**config.mk**
```make
export PLATFORM = sky130hd
export DESIGN_NAME = psk_stats_keys
export DESIGN_NICKNAME = d
export VERILOG_FILES = /design/src/psk_pkg.sv /design/src/psk_event_counter.sv /design/src/psk_seed_reg.sv /design/src/psk_stats_keys.sv
export SDC_FILE = /design/constraint.sdc
export NUM_CORES = 1
export LEC_CHECK = 0
export BUFFER_PORTS_ARGS = -buffer_cell sky130_fd_sc_hd__buf_2
export CAP_MARGIN = 5
export CORE_MARGIN = 2
export CORE_UTILIZATION = 30
export CTS_CLUSTER_SIZE = 24
export DETAILED_ROUTE_END_ITERATION = 10
export PLACE_DENSITY = 0.56
export SETUP_SLACK_MARGIN = 0.2
export SYNTH_ARGS = -nofsm -noshare
export SYNTH_HDL_FRONTEND = slang
export SYNTH_SLANG_ARGS = --single-unit
```
**constraint.sdc**
```tcl
create_clock -name SYS_CLK -period 3.27 [get_ports SYS_CLK]
set_input_delay 0.1635 -clock SYS_CLK [delete_from_list [all_inputs] [get_ports SYS_CLK]]
set_output_delay 0.1635 -clock SYS_CLK [all_outputs]
set_load 0.05 [all_outputs]
```
**src/psk_pkg.sv**
```systemverilog
// shared constants, types and decode helpers for the phy statistics and seed block
package psk_pkg;

    // ----------------------------------------------------------------
    // widths
    // ----------------------------------------------------------------
    localparam int unsigned CNT_W  = 16;
    localparam int unsigned KEY_W  = 11;
    localparam int unsigned ADDR_W = 5;
    localparam int unsigned DATA_W = 16;

    // ----------------------------------------------------------------
    // register offsets
    // ----------------------------------------------------------------
    localparam logic [ADDR_W-1:0] OFS_LINK_LOSS = 5'h12;
    localparam logic [ADDR_W-1:0] OFS_FALSE_CAR = 5'h13;
    localparam logic [ADDR_W-1:0] OFS_TX_SEED   = 5'h14;
    localparam logic [ADDR_W-1:0] OFS_RX_ERR    = 5'h15;
    localparam logic [ADDR_W-1:0] OFS_RX_SEED   = 5'h16;

    // ----------------------------------------------------------------
    // field positions and values
    // ----------------------------------------------------------------
    localparam int unsigned LOAD_BIT = 15;
    localparam int unsigned CNT_MSB  = 15;
    localparam logic [CNT_W-1:0]  CNT_ZERO = 16'h0000;
    localparam logic [CNT_W-1:0]  CNT_ONE  = 16'h0001;
    localparam logic [CNT_W-1:0]  CNT_MAX  = 16'hFFFF;
    localparam logic [KEY_W-1:0]  KEY_ZERO = 11'h000;
    localparam logic [3:0]        RSVD_ZERO = 4'h0;
    localparam logic [DATA_W-1:0] RD_ZERO  = 16'h0000;

    // ----------------------------------------------------------------
    // types
    // ----------------------------------------------------------------
    typedef enum logic [1:0] {
        LD_IDLE = 2'b00,
        LD_REQ  = 2'b01,
        LD_WAIT = 2'b10
    } psk_load_state_t;

    typedef struct packed {
        logic              wr;
        logic              rd;
        logic [ADDR_W-1:0] addr;
        logic [DATA_W-1:0] wdata;
    } psk_reg_req_t;

    typedef struct packed {
        logic [KEY_W-1:0] key;
        logic             load;
        logic             bypass;
        logic             pending;
    } psk_seed_t;

    // true when the request strobe hits the given offset
    function automatic logic psk_wr_hit(psk_reg_req_t r, logic [ADDR_W-1:0] ofs);
        psk_wr_hit = r.wr && (r.addr == ofs);
    endfunction

    function automatic logic psk_rd_hit(psk_reg_req_t r, logic [ADDR_W-1:0] ofs);
        psk_rd_hit = r.rd && (r.addr == ofs);
    endfunction

endpackage

```
**src/psk_event_counter.sv**
```systemverilog
// 16-bit clear-on-read event counter, wrapping or saturating
`timescale 1ns/100ps
`default_nettype none
module psk_event_counter #(
    parameter bit SATURATE = 1'b0
) (
    // clock and reset
    input  wire logic                      clk,
    input  wire logic                      rst_n,
    // control
    input  wire logic                      inc,
    input  wire logic                      clr,
    // state
    output var  logic [psk_pkg::CNT_W-1:0] count,
    output var  logic                      msb_flag
);

    logic [psk_pkg::CNT_W-1:0] count_reg;
    logic [psk_pkg::CNT_W-1:0] count_next;
    logic                      flag_reg;

    // next count: a read clear never swallows a coincident event
    always_comb begin
        count_next = count_reg;
        if (clr) begin
            count_next = inc ? psk_pkg::CNT_ONE : psk_pkg::CNT_ZERO;
        end else if (inc) begin
            if (SATURATE && (count_reg == psk_pkg::CNT_MAX)) begin
                count_next = psk_pkg::CNT_MAX;
            end else begin
                count_next = count_reg + psk_pkg::CNT_ONE;
            end
        end
    end

    // registers; the flag tracks the count msb
    always_ff @(posedge clk) begin
        if (!rst_n) begin
            count_reg <= psk_pkg::CNT_ZERO;
            flag_reg  <= 1'b0;
        end else begin
            count_reg <= count_next;
            flag_reg  <= count_next[psk_pkg::CNT_MSB];
        end
    end

    assign count    = count_reg;
    assign msb_flag = flag_reg;
endmodule
`default_nettype wire

```
**src/psk_seed_reg.sv**
```systemverilog
// scrambler or descrambler seed register with self-clearing load bit
`timescale 1ns/100ps
`default_nettype none
module psk_seed_reg #(
    parameter logic [psk_pkg::ADDR_W-1:0] OFS = psk_pkg::OFS_TX_SEED
) (
    // clock and reset
    input  wire logic                      clk,
    input  wire logic                      rst_n,
    // register access
    input  wire psk_pkg::psk_reg_req_t     req,
    input  wire logic                      compat,
    input  wire logic [psk_pkg::KEY_W-1:0] init_key,
    // datapath handshake
    input  wire logic                      load_done,
    output var  psk_pkg::psk_seed_t        seed
);

    psk_pkg::psk_load_state_t  state_reg;
    psk_pkg::psk_load_state_t  state_next;
    logic [psk_pkg::KEY_W-1:0] key_reg;
    logic [psk_pkg::KEY_W-1:0] key_next;
    logic                      load_reg;
    logic                      bypass_reg;
    logic                      wr_hit;
    logic                      set_load;

    assign wr_hit   = psk_pkg::psk_wr_hit(req, OFS);
    assign set_load = wr_hit && req.wdata[psk_pkg::LOAD_BIT]; // writing zero does nothing

    // key field and load sequence
    always_comb begin
        key_next   = key_reg;
        state_next = state_reg;
        if (wr_hit && !compat) begin
            key_next = req.wdata[psk_pkg::KEY_W-1:0];
        end
        case (state_reg)
            psk_pkg::LD_IDLE: begin
                if (set_load) begin
                    state_next = psk_pkg::LD_REQ;
                end
            end
            psk_pkg::LD_REQ: begin
                state_next = set_load ? psk_pkg::LD_REQ : psk_pkg::LD_WAIT;
            end
            psk_pkg::LD_WAIT: begin
                if (set_load) begin
                    state_next = psk_pkg::LD_REQ;
                end else if (load_done) begin
                    state_next = psk_pkg::LD_IDLE;
                end
            end
            default: begin
                state_next = psk_pkg::LD_IDLE;
            end
        endcase
    end

    // registers; the key is taken from the strap while reset is held
    always_ff @(posedge clk) begin
        if (!rst_n) begin
            state_reg  <= psk_pkg::LD_IDLE;
            key_reg    <= init_key;
            load_reg   <= 1'b0;
            bypass_reg <= (init_key == psk_pkg::KEY_ZERO);
        end else begin
            state_reg  <= state_next;
            key_reg    <= key_next;
            load_reg   <= (state_next == psk_pkg::LD_REQ);
            bypass_reg <= (key_next == psk_pkg::KEY_ZERO);
        end
    end

    assign seed.key     = key_reg;
    assign seed.load    = load_reg;
    assign seed.bypass  = bypass_reg;
    assign seed.pending = (state_reg != psk_pkg::LD_IDLE);
endmodule
`default_nettype wire

```
**src/psk_stats_keys.sv**
```systemverilog
// top of the phy statistics counters and scrambler seed registers
`timescale 1ns/100ps
`default_nettype none

// Overview of operation
// - link-loss counter counts each link-ok loss, clears on read, wraps to zero
// - false-carrier counter counts receptions starting with a malformed delimiter
// - false-carrier counter steps once per event, at the event's end
// - false-carrier counter clears on read and sticks at all ones
// - receive-error counter counts non-collision errored packets, clears on read, wraps
// - setting scrambler load bit loads scrambler seed; bit clears itself when done
// - scrambler key is 11 bits read/write; zero key bypasses transmit scrambling
// - setting descrambler load bit loads descrambler seed; bit clears itself when done
// - descrambler key is 11 bits read/write; zero key bypasses receive descrambling
// - key register bits 14 to 11 read zero; software writes them zero
// - compatibility mode makes key field writes ignored, keeping stored keys
// - read-only flags follow the msb of each of the three counters
module psk_stats_keys (
    // clock and reset
    input  wire logic                       SYS_CLK,
    input  wire logic                       RESETN,
    // register access port
    input  wire logic [psk_pkg::ADDR_W-1:0] REG_ADDR,
    input  wire logic                       REG_WR,
    input  wire logic                       REG_RD,
    input  wire logic [psk_pkg::DATA_W-1:0] REG_WDATA,
    output var  logic [psk_pkg::DATA_W-1:0] REG_RDATA,
    output var  logic                       REG_RVALID,
    // event sources
    input  wire logic                       LINK_OK,
    input  wire logic                       FALSE_CARRIER,
    input  wire logic                       RX_DV,
    input  wire logic                       RX_ER,
    input  wire logic                       COLLISION,
    // configuration
    input  wire logic                       COMPAT_MODE,
    input  wire logic [psk_pkg::KEY_W-1:0]  TX_SEED_INIT,
    input  wire logic [psk_pkg::KEY_W-1:0]  RX_SEED_INIT,
    // scrambler side
    output var  logic [psk_pkg::KEY_W-1:0]  TX_SEED,
    output var  logic                       TX_SEED_LOAD,
    input  wire logic                       TX_SEED_DONE,
    output var  logic                       TX_SCRAMBLE_BYPASS,
    // descrambler side
    output var  logic [psk_pkg::KEY_W-1:0]  RX_SEED,
    output var  logic                       RX_SEED_LOAD,
    input  wire logic                       RX_SEED_DONE,
    output var  logic                       RX_DESCRAMBLE_BYPASS,
    // counter msb flags
    output var  logic                       LINK_LOSS_COUNT_MSB_FLAG,
    output var  logic                       FALSE_CARRIER_COUNT_MSB_FLAG,
    output var  logic                       RX_ERROR_COUNT_MSB_FLAG
);

    // ----------------------------------------------------------------
    // request bundle
    // ----------------------------------------------------------------
    psk_pkg::psk_reg_req_t req;

    always_comb begin
        req.wr    = REG_WR;
        req.rd    = REG_RD;
        req.addr  = REG_ADDR;
        req.wdata = REG_WDATA;
    end

    // ----------------------------------------------------------------
    // event detection
    // ----------------------------------------------------------------
    logic link_ok_reg;
    logic link_ok_next;
    logic fc_reg;
    logic fc_next;
    logic rx_dv_reg;
    logic rx_dv_next;
    logic err_seen_reg;
    logic err_seen_next;
    logic link_inc;
    logic fc_inc;
    logic rx_err_inc;
    logic rx_err_now;

    // error in a packet counts only when no collision accompanies it
    assign rx_err_now = RX_DV && RX_ER && !COLLISION;
    // loss of link ok, detected on its falling edge
    assign link_inc   = link_ok_reg && !LINK_OK;
    // false carrier counted as its indication ends, so once per event
    assign fc_inc     = fc_reg && !FALSE_CARRIER;
    // errored packet counted once, when its data valid ends
    assign rx_err_inc = rx_dv_reg && !RX_DV && err_seen_reg;

    // next values of the edge and packet trackers
    always_comb begin
        link_ok_next  = LINK_OK;
        fc_next       = FALSE_CARRIER;
        rx_dv_next    = RX_DV;
        err_seen_next = err_seen_reg;
        if (!RX_DV) begin
            err_seen_next = 1'b0;
        end else if (rx_err_now) begin
            err_seen_next = 1'b1;
        end
    end

    // tracker registers
    always_ff @(posedge SYS_CLK) begin
        if (!RESETN) begin
            link_ok_reg  <= 1'b0;
            fc_reg       <= 1'b0;
            rx_dv_reg    <= 1'b0;
            err_seen_reg <= 1'b0;
        end else begin
            link_ok_reg  <= link_ok_next;
            fc_reg       <= fc_next;
            rx_dv_reg    <= rx_dv_next;
            err_seen_reg <= err_seen_next;
        end
    end

    // ----------------------------------------------------------------
    // counters
    // ----------------------------------------------------------------
    logic [psk_pkg::CNT_W-1:0] link_cnt;
    logic [psk_pkg::CNT_W-1:0] fc_cnt;
    logic [psk_pkg::CNT_W-1:0] err_cnt;
    logic                      link_flag;
    logic                      fc_flag;
    logic                      err_flag;
    logic                      rd_link;
    logic                      rd_fc;
    logic                      rd_err;

    // a read of a counter clears it
    assign rd_link = psk_pkg::psk_rd_hit(req, psk_pkg::OFS_LINK_LOSS);
    assign rd_fc   = psk_pkg::psk_rd_hit(req, psk_pkg::OFS_FALSE_CAR);
    assign rd_err  = psk_pkg::psk_rd_hit(req, psk_pkg::OFS_RX_ERR);

    psk_event_counter #(.SATURATE(1'b0)) u_link_cnt (
        .clk      (SYS_CLK),
        .rst_n    (RESETN),
        .inc      (link_inc),
        .clr      (rd_link),
        .count    (link_cnt),
        .msb_flag (link_flag)
    );

    psk_event_counter #(.SATURATE(1'b1)) u_fc_cnt (
        .clk      (SYS_CLK),
        .rst_n    (RESETN),
        .inc      (fc_inc),
        .clr      (rd_fc),
        .count    (fc_cnt),
        .msb_flag (fc_flag)
    );

    psk_event_counter #(.SATURATE(1'b0)) u_err_cnt (
        .clk      (SYS_CLK),
        .rst_n    (RESETN),
        .inc      (rx_err_inc),
        .clr      (rd_err),
        .count    (err_cnt),
        .msb_flag (err_flag)
    );

    // ----------------------------------------------------------------
    // seed registers
    // ----------------------------------------------------------------
    psk_pkg::psk_seed_t tx_seed;
    psk_pkg::psk_seed_t rx_seed;

    psk_seed_reg #(.OFS(psk_pkg::OFS_TX_SEED)) u_tx_seed (
        .clk       (SYS_CLK),
        .rst_n     (RESETN),
        .req       (req),
        .compat    (COMPAT_MODE),
        .init_key  (TX_SEED_INIT),
        .load_done (TX_SEED_DONE),
        .seed      (tx_seed)
    );

    psk_seed_reg #(.OFS(psk_pkg::OFS_RX_SEED)) u_rx_seed (
        .clk       (SYS_CLK),
        .rst_n     (RESETN),
        .req       (req),
        .compat    (COMPAT_MODE),
        .init_key  (RX_SEED_INIT),
        .load_done (RX_SEED_DONE),
        .seed      (rx_seed)
    );

    assign TX_SEED                      = tx_seed.key;
    assign TX_SEED_LOAD                 = tx_seed.load;
    assign TX_SCRAMBLE_BYPASS           = tx_seed.bypass;
    assign RX_SEED                      = rx_seed.key;
    assign RX_SEED_LOAD                 = rx_seed.load;
    assign RX_DESCRAMBLE_BYPASS         = rx_seed.bypass;
    assign LINK_LOSS_COUNT_MSB_FLAG     = link_flag;
    assign FALSE_CARRIER_COUNT_MSB_FLAG = fc_flag;
    assign RX_ERROR_COUNT_MSB_FLAG      = err_flag;

    // ----------------------------------------------------------------
    // read data
    // ----------------------------------------------------------------
    logic [psk_pkg::DATA_W-1:0] rdata_reg;
    logic [psk_pkg::DATA_W-1:0] rdata_next;
    logic                       rvalid_reg;

    // read mux; the count is sampled before its clear takes effect
    always_comb begin
        rdata_next = rdata_reg;
        if (REG_RD) begin
            if (REG_ADDR == psk_pkg::OFS_LINK_LOSS) begin
                rdata_next = link_cnt;
            end else if (REG_ADDR == psk_pkg::OFS_FALSE_CAR) begin
                rdata_next = fc_cnt;
            end else if (REG_ADDR == psk_pkg::OFS_TX_SEED) begin
                rdata_next = {tx_seed.pending, psk_pkg::RSVD_ZERO, tx_seed.key};
            end else if (REG_ADDR == psk_pkg::OFS_RX_ERR) begin
                rdata_next = err_cnt;
            end else if (REG_ADDR == psk_pkg::OFS_RX_SEED) begin
                rdata_next = {rx_seed.pending, psk_pkg::RSVD_ZERO, rx_seed.key};
            end else begin
                rdata_next = psk_pkg::RD_ZERO;
            end
        end
    end

    // read data registers
    always_ff @(posedge SYS_CLK) begin
        if (!RESETN) begin
            rdata_reg  <= psk_pkg::RD_ZERO;
            rvalid_reg <= 1'b0;
        end else begin
            rdata_reg  <= rdata_next;
            rvalid_reg <= REG_RD;
        end
    end

    assign REG_RDATA  = rdata_reg;
    assign REG_RVALID = rvalid_reg;
endmodule
`default_nettype wire
```
==> Word level (Yosys, flattened, before mapping) <==
Cells that the tools add are included.
{ "word_totals": {"register_bits": 99, "output_inout_bits": 46, "wordCells": 98} }
{ "classes": {"add_sub_neg": 3, "n_eq_ne": 12, "muxes": 31, "n_reduce_logical": 32} }
{ "op_table": {"columns": ["operator", "n"], "rows": [
  ["$mux 16", 12],
  ["$add 16x1->16 const B", 3],
  ["$logic_not 11->1", 4],
  ["$mux 11", 4],
  ["$eq 5x5->1 const B", 5],
  ["$eq 16x16->1 const B", 1],
  ["$mux 2", 8],
  ["$logic_and 1x1->1", 15],
  ["$pmux 2 s3", 2],
  ["$reduce_bool 2->1", 5],
  ["$eq 2x1->1 const B", 4],
  ["$logic_not 1->1", 5],
  ["$mux 1", 5],
  ["$eq 2x2->1 const B", 2],
  ["$logic_not 2->1", 2],
  ["$reduce_and 2->1", 1]
]} }

==> Logic depth before layout (Yosys ltp) <==
{ "logic_depth": {"ltp_word": 6, "mapped_depth": 7, "ltp_nobuf": 5} }

==> Cells and area by module <==
From an unflattened synthesis, not the netlist that was laid out.
{ "hier_totals": {"cells_unflattened": 587, "area_unflattened_um2": 5158.7} }
{ "modules_own_cells": {"columns": ["module", "n_inst", "cells_each", "area_each_um2", "seq_area_each_um2"], "rows": [
  ["psk_event_counter at u_err_cnt ...", 2, 78, 740.7, 320.3],
  ["psk_stats_keys", 1, 159, 1350.0, 420.4],
  ["psk_event_counter at u_fc_cnt", 1, 100, 858.3, 320.3],
  ["psk_seed_reg at u_rx_seed", 1, 92, 735.7, 300.3],
  ["psk_seed_reg at u_tx_seed", 1, 80, 733.2, 300.3]
]} }

==> Worst setup path before layout <==
OpenSTA, ideal clock, no wires.
{ "synth_path": {"kind": "register -> register", "from": "register, netlist name u_fc_cnt.msb_flag", "to": "register u_fc_cnt.count_reg (netlist bit u_fc_cnt.count[5])", "t_arrival_ns": 1.659, "setup_slack_ns": 1.519, "stages_incl_launch_ff": 5, "path_buffers": 0, "period_less_slack_ns": 1.751, "path_cell_list": "dfxtp_1 -> nand4_1 -> nor4_2 -> nor3b_1 -> nor4_1"} }
{ "synth_rtl": {"columns": ["item", "line_no", "rtl"], "rows": [
  ["to (signal assigned)", "psk_event_counter.sv:39", "count_reg <= psk_pkg::CNT_ZERO;"],
  ["to (signal assigned)", "psk_event_counter.sv:42", "count_reg <= count_next;"],
  ["to (decl)", "psk_event_counter.sv:18", "logic [psk_pkg::CNT_W-1:0] count_reg;"]
]} }

==> Final worst setup path <==
{ "layout_path": {"from": "register u_fc_cnt.count_reg (netlist bit u_fc_cnt.count[1])", "to": "register u_fc_cnt.count_reg (netlist bit u_fc_cnt.count[14])"} }
{ "layout_via": {"elab_chain_len": 4, "word_cells_on_any_way": 5, "cone_classes": "1 x add/sub; 1 x eq/ne; 3 x mux"} }
{ "layout_lines": {"columns": ["item", "line_no", "rtl"], "rows": [
  ["$add 16x1->16 / $eq 16x16->1 (equally long branches)", "psk_event_counter.sv:31, psk_event_counter.sv:28", null],
  ["$mux 16 (*)", "psk_event_counter.sv:28", "if (SATURATE && (count_reg == psk_pkg::CNT_MAX)) begin"],
  ["$mux 16 (*)", "psk_event_counter.sv:27", "end else if (inc) begin"],
  ["$mux 16 (*)", "psk_event_counter.sv:25", "if (clr) begin"]
]} }
Mark *: on every way between the ends. The rest lies on a longest branch, timed or not. The select of a mux whose other input is x is not followed.
A chain may end at the register's enable or synchronous reset.

==> results.ini <==
[floorplan]
rows = 47
start_util_pct = 30.65
core-area_mm2 = 0.01658
die_y_um = 134.2
ios = 101
dieArea_mm2 = 0.01800
dieWidth_um = 134.2

[timing]
setup-violations-final = 0
period_share_pct = 63.79
period_needed_ns = 2.086
finalHoldViolCount = 0
worst_clock_skew_ns = 0.008915
slew_headroom_pct = 36.47
slew_violations = 0
finalSetupTns_ns = 0
fin_ws_ns = 1.184
fmax_ghz = 0.4794
rsz0062_at_grt = no
worstMarginPinSlew_ns = 0.9489

[route]
drt-initial-drc-count = 401
via_per_inst = 5.564
wl_per_cell_um = 17.58
ant_nets = 0
firstDrtPassIters = 5
vias = 5013
drc = 0
drt_wl_total_um = 15840

[yosys]
yosys.area_share.simple_pct = 26.93
synth.avg_cell_area_um2 = 8.515
synth_xor_area_share_pct = 2.757
syn_area_mm2 = 0.005084
muxShareOfSynthArea_pct = 7.285
ys_async_sr_fraction_pct = 0
ys_seq_area_share_pct = 38.99
synthCells = 597
synth_edf_count = 0
synth_top_area_share_pct = 38.99
synth_fa_ha_area_share_pct = 0.7384
ys_ff_latch = 99
synth_compound_area_share_pct = 19.67
synth_area_leaders = dfxtp_1 (39%), a21oi_1 (6.0%), mux2i_1 (5.5%), nor2_1 (4.3%), o21ai_0 (2.6%)
ys.flop_type = dfxtp_1
synthDistinctLibCells = 62
synth_nets = 655
synth_top_family_by_area = simple AND/OR/NAND/NOR gates
synth_area_leader_cell = dfxtp_1
ys_warn_count = 0

[power]
p_seq_share_pct = 45.1
power_frac_comb_pct = 12.9
ir_drop_mv = 0.2997
cellPowerDensity_mw_per_mm2 = 472.5
power.leakage_nw = 2.278
clkPwrFrac_pct = 42.0
p_switching_w = 0.0008318
cellInternalPower_w = 0.002037
p_sw_share_pct = 29.00

[clocking]
postCtsSetupBuffers = 0
cts_inserted_buffers = 9
htreeDepth = 3
clk_latency_ns = 0.36
root_buffer = clkbuf_16
clock-sinks = 99
clockBufferDepth = 2
cts_tree = done
ctsResizeCount = 0
path_clk_slew_ns = 0.08
holdBufCountCts = 0

[placed_design]
dpl.hpwl_um = 11870
io_buffers = 96
detailedPlace.worstSlack_ns = 1.015
place_congestion = 0.8812
post_dp_cell_area_mm2 = 0.005737

[worst_setup_path]
rr_worst_depth = 5
end_kind = register
path_max_fanout = 7
critPathArrivalTime_ns = 2.35
crit_path_top_delay_cell = nor4_1
required_ns = 3.54
crit_type = register to register
critPathMaxStageDelay_ns = 0.61
cp-start-kind = register
crit_chain = ha_1, nand3b_1, nor4_1, a21oi_1, a311oi_1

[job]
drv_cap = 0

[global_routing]
grt_usage_pct = 17.77
antenna_found_initial = 0
grt_pass1_wl_um = 25530
grt_pass1_vias = 4737
grt_overflow = 0
grt_max_degree = 69

[run_status]
status = finished, final reports clean

[worst_hold_path]
whs_path_depth = 2
hp-class = primary input to register

[layout]
diodes = 0
final_layout_size_suffix_gt1_share_pct = 19.97
area_growth_pct = 19.42
fin_area_mm2 = 0.006071
largest_register_ffs = 16
final_nets = 734

-- cells in the final DEF, fill, tap and decap left out, drive strengths merged, types with 9 or more instances in the layout --
| master | n |
|---|---|
| nor4 | 20 |
| o21ai | 29 |
| o22ai | 9 |
| clkbuf | 9 |
| nand3 | 24 |
| xor2 | 10 |
| nor3 | 21 |
| nand2 | 26 |
| mux2i | 28 |
| nor2b | 14 |
| dfxtp | 99 |
| buf | 104 |
| a21oi | 61 |
| nor2 | 58 |
| and3 | 10 |
| nand4 | 16 |
-- through the flow --
step                std cells  power, W  hold slack, ns  utilization, %
global route              901  0.002985         0.03722           36.61
finish                    901  0.002868         0.03266           36.61
detailed placement        885  0.001689          0.4064           34.59
floorplan                 597  0.001557          0.2732               -
CTS                       901  0.002885         0.02446           36.61
global placement          885  0.001684          0.3961           34.59
-- path summary, 6_finish.rpt --
check / start / to / slack (ns)
max: u_fc_cnt.count[1] / u_fc_cnt.count[14] / 1.18
min reg2reg: err_seen_reg / err_seen_reg / 0.50
max reg2reg: u_fc_cnt.count[1] / u_fc_cnt.count[14] / 1.18
min: REG_WDATA[15] / u_tx_seed.state_reg[1] / 0.03
-- final cells by class --
cell class,instances,area (um^2)
sequential,99,1982
clock inverter,7,108.9
timing repair buffer,104,540.5
multi-input combinational,456,2917
inverter,6,22.52
tap,220,275.3
clock buffer,9,225.2
fill,1743,10510
-- power by group through the flow --
stage               clock (W)  sequential [W]  combinational [W]
floorplan                   0         0.00143           0.000128
global placement            0         0.00132           0.000362
detailed placement          0         0.00132           0.000367
CTS                   0.00122         0.00129           0.000368
global route          0.00129         0.00130           0.000395
finish                0.00121         0.00129           0.000369
-- critical path, delay by kind of cell (launching register included) --
kind	cells	cell delay, ns
compound gates	2	0.38
fa+ha+maj	1	0.30
flops	1	0.47
simple gates	2	0.83
-- per-layer routing --
metal | GRT usage (%) | share of wire [%]
met4 | 6.491 | 2.3
met3 | 3.326 | 5.9
met5 | 0 | 0
met1 | 23.12 | 45
met2 | 29.39 | 47
-- kinds of logic (layout without fill, tap and decap cells) --
| logic type | after synthesis | after routing |
|---|---|---|
| and+or+nand+nor | 244 | 244 |
| AOI/OAI and AO/OA | 157 | 157 |
| DFF | 99 | 99 |
| buffers and inverters | 42 | 126 |
| muxes | 36 | 36 |
| xor gates and xnor gates | 16 | 16 |
| adders and majority gates | 3 | 3 |
-- cell usage after synthesis (all sizes together) (9+ instances only) --
cell type and n:
a21oi 61, and3 10, buf 13, clkbuf 23, dfxtp 99, mux2i 28, nand2 26, nand3 24
nand4 16, nor2 58, nor2b 14, nor3 21, nor4 20, o21ai 29, o22ai 9, xor2 10
Power figures use the tool's default switching activity.
